===== src/tts_pkg.sv =====
package tts_pkg;

  // Sampled data width and sequencer geometry.
  localparam int DATA_W = 16;
  localparam int LEVEL_W = 4;
  localparam int NUM_LEVELS = 16;
  localparam int NUM_CMDS = 4;
  localparam int CODE_W = 4;
  localparam int COUNT_W = 16;

  // Command slots inside one level.
  localparam int CMD_STOP = 0;
  localparam int CMD_JUMP = 1;
  localparam int CMD_ADV = 2;
  localparam int CMD_TRACE = 3;

  // Condition codes carried by each command.
  localparam logic [3:0] COND_MATCH = 4'h0;
  localparam logic [3:0] COND_ALWAYS = 4'h1;
  localparam logic [3:0] COND_NEVER = 4'h2;
  localparam logic [3:0] COND_GT = 4'h3;
  localparam logic [3:0] COND_LT = 4'h4;
  localparam logic [3:0] COND_EQ = 4'h5;
  localparam logic [3:0] COND_GE = 4'h6;
  localparam logic [3:0] COND_LE = 4'h7;
  localparam logic [3:0] COND_NE = 4'h8;

  // Register byte offsets on the AXI4-Lite port.
  localparam logic [7:0] REG_CTRL = 8'h00;
  localparam logic [7:0] REG_STATUS = 8'h04;
  localparam logic [7:0] REG_LEVEL_SEL = 8'h08;
  localparam logic [7:0] REG_END_LEVEL = 8'h0c;
  localparam logic [7:0] REG_PAT_BASE = 8'h10;
  localparam logic [7:0] REG_CODES = 8'h20;
  localparam logic [7:0] REG_DELAY = 8'h24;
  localparam logic [7:0] REG_JUMP = 8'h28;
  localparam logic [7:0] REG_COUNT = 8'h2c;

  // Field positions.
  localparam int CTRL_ARM_BIT = 0;
  localparam int DELAY_MODE_BIT = 16;
  localparam int STAT_ARMED_BIT = 4;
  localparam int STAT_STOPPED_BIT = 5;

  // Bus answers.
  localparam logic [1:0] RESP_OKAY = 2'h0;
  localparam logic [1:0] RESP_SLVERR = 2'h2;

  // Reset values and the counter ceiling.
  localparam logic [15:0] RST_DELAY = 16'h0000;
  localparam logic [3:0] RST_CODE = COND_NEVER;
  localparam logic [15:0] COUNT_MAX = 16'hffff;

endpackage


===== src/cond_eval.sv =====
`timescale 1ns/1ns
// Resolves one command's condition code into a fire decision for this sample.
module cond_eval
  import tts_pkg::*;
(
  input wire logic [CODE_W-1:0] code,
  input wire logic match,
  input wire logic [COUNT_W-1:0] count,
  input wire logic [COUNT_W-1:0] delay,
  output logic hit
);

  // Codes above eight are unused and treated as never true, so stale software values stay harmless.
  always_comb begin
    case (code)
      COND_MATCH: hit = match;
      COND_ALWAYS: hit = 1'b1;
      COND_NEVER: hit = 1'b0;
      COND_GT: hit = match && (count > delay);
      COND_LT: hit = match && (count < delay);
      COND_EQ: hit = match && (count == delay);
      COND_GE: hit = match && (count >= delay);
      COND_LE: hit = match && (count <= delay);
      COND_NE: hit = match && (count != delay);
      default: hit = 1'b0;
    endcase
  end

endmodule


===== src/trace_trigger_sequencer.sv =====
`timescale 1ns/1ns
module trace_trigger_sequencer
  import tts_pkg::*;
(
  input wire logic aclk,
  input wire logic aresetn,
  input wire logic ce,
  input wire logic [7:0] awaddr,
  input wire logic awvalid,
  output logic awready,
  input wire logic [31:0] wdata,
  input wire logic [3:0] wstrb,
  input wire logic wvalid,
  output logic wready,
  output logic [1:0] bresp,
  output logic bvalid,
  input wire logic bready,
  input wire logic [7:0] araddr,
  input wire logic arvalid,
  output logic arready,
  output logic [31:0] rdata,
  output logic [1:0] rresp,
  output logic rvalid,
  input wire logic rready,
  input wire logic sample_clk,
  input wire logic [DATA_W-1:0] sample_data,
  output logic trace_store,
  output logic [LEVEL_W-1:0] level,
  output logic armed,
  output logic stopped
);

  // The whole state of the block, registered as one word.
  typedef struct packed {
    logic [1:0] clk_sync; // Target clock synchroniser, bit 0 is the first stage.
    logic clk_prev; // Previous synchronised target clock for edge detection.
    logic [DATA_W-1:0] d_s1; // First stage of the data synchroniser.
    logic [DATA_W-1:0] d_s2; // Second stage, aligned with clk_sync[1].
    logic armed; // Sequencer is acquiring.
    logic stopped; // A stop command fired since the last arm.
    logic [LEVEL_W-1:0] level; // Active level.
    logic [LEVEL_W-1:0] sel; // Level that the configuration window shows.
    logic [LEVEL_W-1:0] end_level; // Last level that advance may reach.
    logic [COUNT_W-1:0] count; // Sample counter of the active level.
    logic store; // One-cycle trace store pulse.
    logic [NUM_LEVELS-1:0][NUM_CMDS-1:0][DATA_W-1:0] pat; // Patterns per level and command.
    logic [NUM_LEVELS-1:0][NUM_CMDS-1:0][CODE_W-1:0] code; // Condition codes per level and command.
    logic [NUM_LEVELS-1:0][COUNT_W-1:0] delay; // Delay value per level.
    logic [NUM_LEVELS-1:0] by_pattern; // Delay counts pattern occurrences when set.
    logic [NUM_LEVELS-1:0][LEVEL_W-1:0] target; // Jump target per level.
    logic aw_have; // Write address held.
    logic [7:0] aw_addr;
    logic w_have; // Write data held.
    logic [31:0] wdata;
    logic [3:0] wstrb;
    logic awready;
    logic wready;
    logic bvalid;
    logic [1:0] bresp;
    logic arready;
    logic rvalid;
    logic [1:0] rresp;
    logic [31:0] rdata;
  } state_s;

  state_s r; // Current state.
  state_s next_r; // Next state.
  logic [NUM_CMDS-1:0] match; // Data equals each command's pattern on the evaluated level.
  logic [NUM_CMDS-1:0] hit; // Each command fires on this sample.
  logic arm; // Software arms in this cycle.
  logic [LEVEL_W-1:0] eval_level; // Level the sample is judged on.
  logic [COUNT_W-1:0] eval_count; // Count the sample is judged on.

  // Byte-lane merge for AXI write strobes.
  function automatic logic [31:0] merge(input logic [31:0] old, input logic [31:0] nw, input logic [3:0] strb);
    logic [31:0] res;
    res = old;
    for (int b = 0; b < 4; b++) begin
      if (strb[b]) begin
        res[8*b +: 8] = nw[8*b +: 8];
      end
    end
    return res;
  endfunction

  // An arm write restarts the sequence; a sample in the same cycle is judged from level zero, not lost.
  always_comb begin
    logic aw_in;
    logic w_in;
    aw_in = awvalid && r.awready;
    w_in = wvalid && r.wready;
    // The arm fires on whichever edge completes the write, so a split address and data still arm.
    arm = (r.aw_have || aw_in) && (r.w_have || w_in) && !r.bvalid;
    arm = arm && ((aw_in ? awaddr : r.aw_addr) == REG_CTRL);
    arm = arm && (w_in ? (wstrb[0] && wdata[CTRL_ARM_BIT]) : (r.wstrb[0] && r.wdata[CTRL_ARM_BIT]));
    eval_level = arm ? '0 : r.level;
    eval_count = arm ? '0 : r.count;
    for (int i = 0; i < NUM_CMDS; i++) begin
      match[i] = (r.d_s2 == r.pat[eval_level][i]);
    end
  end

  // One evaluator per command slot; the four slots are alike.
  genvar gi;
  generate
    for (gi = 0; gi < NUM_CMDS; gi++) begin : g_cmd
      cond_eval u_cond (
        .code(r.code[eval_level][gi]),
        .match(match[gi]),
        .count(eval_count),
        .delay(r.delay[eval_level]),
        .hit(hit[gi])
      );
    end
  endgenerate

  // Next-state logic: bus slave first, then the sequencer on each rising target clock edge.
  always_comb begin
    logic strobe;
    logic [31:0] wv;
    logic [3:0] idx;
    strobe = 1'b0;
    wv = '0;
    idx = '0;
    next_r = r;
    // Pin synchronisers; only the second stage is read by logic.
    next_r.clk_sync = {r.clk_sync[0], sample_clk};
    next_r.clk_prev = r.clk_sync[1];
    next_r.d_s1 = sample_data;
    next_r.d_s2 = r.d_s1;
    strobe = r.clk_sync[1] && !r.clk_prev;
    next_r.store = 1'b0;

    // Write channel: address and data are taken in either order.
    if (awvalid && r.awready) begin
      next_r.aw_have = 1'b1;
      next_r.aw_addr = awaddr;
    end
    if (wvalid && r.wready) begin
      next_r.w_have = 1'b1;
      next_r.wdata = wdata;
      next_r.wstrb = wstrb;
    end
    if (r.bvalid && bready) begin
      next_r.bvalid = 1'b0;
    end
    if (next_r.aw_have && next_r.w_have && !r.bvalid) begin
      next_r.bvalid = 1'b1;
      next_r.bresp = RESP_OKAY;
      next_r.aw_have = 1'b0;
      next_r.w_have = 1'b0;
      case (next_r.aw_addr)
        REG_CTRL: begin
          // Arm is a self-clearing command bit; it is handled through the arm term.
        end
        REG_LEVEL_SEL: begin
          wv = merge({28'h0, r.sel}, next_r.wdata, next_r.wstrb);
          next_r.sel = wv[LEVEL_W-1:0];
        end
        REG_END_LEVEL: begin
          wv = merge({28'h0, r.end_level}, next_r.wdata, next_r.wstrb);
          next_r.end_level = wv[LEVEL_W-1:0];
        end
        8'h10, 8'h14, 8'h18, 8'h1c: begin
          idx = next_r.aw_addr[5:2] - REG_PAT_BASE[5:2];
          wv = merge({16'h0, r.pat[r.sel][idx[1:0]]}, next_r.wdata, next_r.wstrb);
          next_r.pat[r.sel][idx[1:0]] = wv[DATA_W-1:0];
        end
        REG_CODES: begin
          wv = merge({16'h0, r.code[r.sel]}, next_r.wdata, next_r.wstrb);
          next_r.code[r.sel] = wv[15:0];
        end
        REG_DELAY: begin
          wv = merge({15'h0, r.by_pattern[r.sel], r.delay[r.sel]}, next_r.wdata, next_r.wstrb);
          next_r.delay[r.sel] = wv[COUNT_W-1:0];
          next_r.by_pattern[r.sel] = wv[DELAY_MODE_BIT];
        end
        REG_JUMP: begin
          wv = merge({28'h0, r.target[r.sel]}, next_r.wdata, next_r.wstrb);
          next_r.target[r.sel] = wv[LEVEL_W-1:0];
        end
        REG_STATUS, REG_COUNT: begin
          // Read-only; the write is acknowledged and dropped.
        end
        default: begin
          next_r.bresp = RESP_SLVERR;
        end
      endcase
    end
    next_r.awready = !next_r.aw_have && !next_r.bvalid;
    next_r.wready = !next_r.w_have && !next_r.bvalid;

    // Read channel: one read at a time, answered the cycle after it is taken.
    if (r.rvalid && rready) begin
      next_r.rvalid = 1'b0;
    end
    if (arvalid && r.arready) begin
      next_r.rvalid = 1'b1;
      next_r.rresp = RESP_OKAY;
      next_r.rdata = '0;
      case (araddr)
        REG_CTRL: next_r.rdata = '0;
        REG_STATUS: next_r.rdata = {26'h0, r.stopped, r.armed, r.level};
        REG_LEVEL_SEL: next_r.rdata = {28'h0, r.sel};
        REG_END_LEVEL: next_r.rdata = {28'h0, r.end_level};
        8'h10, 8'h14, 8'h18, 8'h1c: begin
          idx = araddr[5:2] - REG_PAT_BASE[5:2];
          next_r.rdata = {16'h0, r.pat[r.sel][idx[1:0]]};
        end
        REG_CODES: next_r.rdata = {16'h0, r.code[r.sel]};
        REG_DELAY: next_r.rdata = {15'h0, r.by_pattern[r.sel], r.delay[r.sel]};
        REG_JUMP: next_r.rdata = {28'h0, r.target[r.sel]};
        REG_COUNT: next_r.rdata = {16'h0, r.count};
        default: next_r.rresp = RESP_SLVERR;
      endcase
    end
    next_r.arready = !next_r.rvalid;

    // Arming restarts at level zero with a clear count and drops any earlier stop.
    if (arm) begin
      next_r.armed = 1'b1;
      next_r.stopped = 1'b0;
      next_r.level = '0;
      next_r.count = '0;
    end

    // Sequencer step; a stopped sequencer stays frozen until the next arm.
    if (strobe && (arm || (r.armed && !r.stopped))) begin
      next_r.store = hit[CMD_TRACE];
      if (hit[CMD_STOP]) begin
        next_r.stopped = 1'b1;
        next_r.armed = 1'b0;
      end else if (hit[CMD_JUMP]) begin
        next_r.level = r.target[eval_level];
        next_r.count = '0;
      end else if (hit[CMD_ADV] && eval_level != r.end_level) begin
        next_r.level = eval_level + 4'h1;
        next_r.count = '0;
      end else if (eval_count != COUNT_MAX && (!r.by_pattern[eval_level] || match[CMD_ADV])) begin
        // The counter saturates rather than wrapping, so a long wait never aliases to a short one.
        next_r.count = eval_count + 16'h0001;
      end
    end
  end

  // State register; reset acts regardless of the clock enable.
  always_ff @(posedge aclk) begin
    if (!aresetn) begin
      r <= '0;
      r.code <= {(NUM_LEVELS*NUM_CMDS){RST_CODE}};
      r.delay <= {NUM_LEVELS{RST_DELAY}};
    end else if (ce) begin
      r <= next_r;
    end
  end

  // Every output comes straight from the state register.
  assign awready = r.awready;
  assign wready = r.wready;
  assign bvalid = r.bvalid;
  assign bresp = r.bresp;
  assign arready = r.arready;
  assign rvalid = r.rvalid;
  assign rresp = r.rresp;
  assign rdata = r.rdata;
  assign trace_store = r.store;
  assign level = r.level;
  assign armed = r.armed;
  assign stopped = r.stopped;

endmodule


===== config.mk =====
export PLATFORM = sky130hd
export DESIGN_NAME = trace_trigger_sequencer
export DESIGN_NICKNAME = d
export VERILOG_FILES = /design/src/tts_pkg.sv /design/src/cond_eval.sv /design/src/trace_trigger_sequencer.sv
export SDC_FILE = /design/constraint.sdc
export NUM_CORES = 2
export LEC_CHECK = 0
export ABC_AREA = 1
export BUFFER_PORTS_ARGS = -buffer_cell sky130_fd_sc_hd__buf_2
export CORE_MARGIN = 4
export CORE_UTILIZATION = 35
export DETAILED_ROUTE_END_ITERATION = 16
export MAX_ROUTING_LAYER = met4
export SYNTH_ARGS = -nofsm -noshare
export SYNTH_HDL_FRONTEND = slang
export SYNTH_SLANG_ARGS = --single-unit

===== constraint.sdc =====
create_clock -name aclk -period 7.6 [get_ports aclk]
set_input_delay 1.9 -clock aclk [delete_from_list [all_inputs] [get_ports aclk]]
set_output_delay 1.9 -clock aclk [all_outputs]
set_load 0.01 [all_outputs]

==> flow_metrics.env <==
export IMPL_status="completed"
export IMPL_insertion_delay_ns=0.89
export IMPL_fmax_mhz=151
export IMPL_finalCritPeriodShare_pct=87.1
export IMPL_grtUsageMet2_pct=41.3
export IMPL_drt_total_wl_mm=406
export IMPL_hold_buffers=0
export IMPL_critPathArrivalTime_ns=7.41
export IMPL_crit_top_cell="nand2_1"
export IMPL_worstMarginPinSlew_ns=1.43
export IMPL_ioPinCount=125
export IMPL_synthCells=14800
export IMPL_top_usage_layer="met2"
export IMPL_clock_path_buffers=3
export IMPL_drc=0
export IMPL_leakagePower_nw=48.7
export IMPL_crit_start="awvalid"
export IMPL_grt_overflow_total=0
export IMPL_critPathKind="in2reg"
export IMPL_die_w_um=532
export IMPL_yosysWarnings=0
export IMPL_h_tree_depth=4
export IMPL_vias_per_cell=5.58
export IMPL_timing_rr_end="r[1716]"
export IMPL_vias=100000
export IMPL_synth_edff_count=0
export IMPL_yosysSeqAreaShare_pct=36.1
export IMPL_drv_cap=0
export IMPL_slew_headroom_pct=3.83
export IMPL_first_iter_violations=14700
export IMPL_wire_per_inst_um=22.6
export IMPL_whs_ns=0.460
export IMPL_start_util_pct=35.1
export IMPL_crit_slowest_cell="o32ai_1"
export IMPL_irDropWorstVdd_uv=186
export IMPL_hold_violations=0
export IMPL_endpoint_kind="flip-flop"
export IMPL_period_minus_slack_ns=6.62
export IMPL_ff2ff_path_depth=35
export IMPL_antenna_found_initial=22
export IMPL_met1_usage_pct=35.6
export IMPL_slew_viol_final=0
export IMPL_first_pass_iters=9
export IMPL_start_kind="input pin"
export IMPL_synth_area_top_cells="dfxtp_1, inv_1, o21ai_0"
export IMPL_rr_startpoint="awready"
export IMPL_finalNetCount=14300
export IMPL_finalWeightedCongestion=0.958
export IMPL_final_antenna_net_count=0
export IMPL_cts_root_buf="clkbuf_16"
export IMPL_mostFrequentLayoutCells="inv_1, o21ai_0, a21oi_1"
export IMPL_grt_max_degree=203
export IMPL_synth_top_area_cell="dfxtp_1"
export IMPL_areaGrowthSynthToFinish_pct=10.1
export IMPL_core_area_mm2=0.274
export IMPL_async_flop_share_pct=0
export IMPL_synth_cell_types=55
export IMPL_cts_resized=0
export IMPL_multiInputGateArea_mm2=0.0436
export IMPL_dp_hpwl_mm=235
export IMPL_use_met3_pct=6.69
export IMPL_synth_area_mm2=0.0962
export IMPL_finClkSkew_ns=0.0748
export IMPL_ys_ff_latch=1736
export IMPL_hp_class="reg2reg"
export IMPL_seq_area_mm2=0.0348
export IMPL_cts_buffers_inserted=194
export IMPL_rows=192
export IMPL_crit_required_ns=8.39
export IMPL_grt_usage_pct=27.9
export IMPL_die_area_mm2=0.283
export IMPL_rsz0062_at_grt="no"
export IMPL_slowest_delay_ns=0.45
export IMPL_final_common_cell="inv_1"
export IMPL_grt_pass1_vias=88300
export IMPL_synth_main_ff_cell="dfxtp_1"
export IMPL_reg2reg_slack_ns=1.27
export IMPL_cts_reportedPaths_clkPinSlew_ns=0.06
export IMPL_crit_path_max_fanout=44
export IMPL_setup_tns_ns=0
export IMPL_cts_tree="built"
export IMPL_yosysTopAreaCellShare_pct=36.1
export IMPL_avgSynthCellArea_um2=6.49
export IMPL_die_h_um=532
export IMPL_p_per_area_mw_per_mm2=187
export IMPL_layout_drive_gt1_share_pct=5.76
export IMPL_io_buffers=91
export IMPL_cts_setup_buffers=0
export IMPL_setup_viol=0
export IMPL_grt_first_pass_wirelength_mm=589
export IMPL_crit_end="r[1716]"
export IMPL_cts_sinks=1736
export IMPL_n_fill_cell=29200
## cells in the mapped netlist, types with 3 or more instances
cell,number
inv_1,3348
o21ai_0,2331
a21oi_1,1810
dfxtp_1,1736
nand2_1,1461
nand3_1,968
clkbuf_1,915
o22ai_1,622
nor2_1,370
o221ai_1,162
a221oi_1,147
buf_2,143
a22oi_1,130
buf_1,114
o211ai_1,113
buf_4,69
nand4_1,66
a211oi_1,38
buf_6,29
nor3_1,26
o21ai_1,25
o32ai_1,21
o2111ai_1,19
o31ai_1,19
xor2_1,19
a31oi_1,18
ha_1,18
inv_2,13
o21a_1,12
clkinv_1,8
nand2_2,6
o21bai_1,4
o311ai_0,4
nor2_2,3
nor4_1,3
## cell type report
cell class,count,share of cell area [%]
multi-input combinational,8460,41.1
sequential,1736,32.8
inverter,3369,12.0
clock buffer,306,5.68
tap,3589,4.24
timing repair buffer,438,3.42
clock inverter,55,0.622
antenna,28,0.0662
## stage by stage
step                cell area (um2)  utilization, %  total power, mW  instances  setup slack, ns
finish                       106000            38.7             19.9      18000            0.977
global placement              99100            36.2             10.1      17600            0.283
global route                 106000            38.7             20.3      18000            0.601
CTS                          106000            38.7             19.9      18000             1.15
floorplan                     96200               -             9.74      14800            0.577
detailed placement            99100            36.2             10.1      17600            0.271
## critical path, delay by kind of cell
family / cells / cell delay (ns)
buf+inv: 6 / 0.97
compound gates: 8 / 1.53
fa+ha+maj: 1 / 0.39
simple gates: 21 / 2.51
## worst min path at each step
stage                         start        end  slack [ns]  cells past startpoint
final                      rdata[1]   rdata[1]        0.46                      2
after global placement     rdata[4]   rdata[4]        0.45                      2
after global routing       rdata[1]   rdata[1]        0.48                      2
after detailed placement  rdata[16]  rdata[16]        0.45                      2
after floorplan               r[77]      r[77]        0.44                      2
after CTS                  rdata[1]   rdata[1]        0.46                      2
## kinds of logic after synthesis
group	Yosys count	share of synthesized area, %
compound gates	5483	31.6
buf+inv	4639	18.8
simple gates	2920	13.0
flops	1736	36.1
xor+xnor	21	0.191
fa+ha+maj	18	0.234
other cells	1	0.00390
mux	1	0.0104
## power by group
part           switching, mW  total (mW)  internal (mW)
clock network           4.20        9.91           5.71
registers             0.0224        9.15           9.13
logic                  0.663       0.791          0.128
## state kept, by name (all words and copies together), names as in the netlist
register / count
stopped: 1
bvalid: 1
bresp: 1
arready: 1
next_r: 18
level: 4
wready: 1
trace_store: 1
armed: 1
r: 1687
rresp: 1
rdata: 17
awready: 1
rvalid: 1
## layer usage
metal	share of wire, %	vias up
met5	0	-
met4	5.3	0
met3	12	1087
met2	43	5637
met1	40	46200
li1	-	47500
No activity file was read; power rests on OpenSTA's default activity.
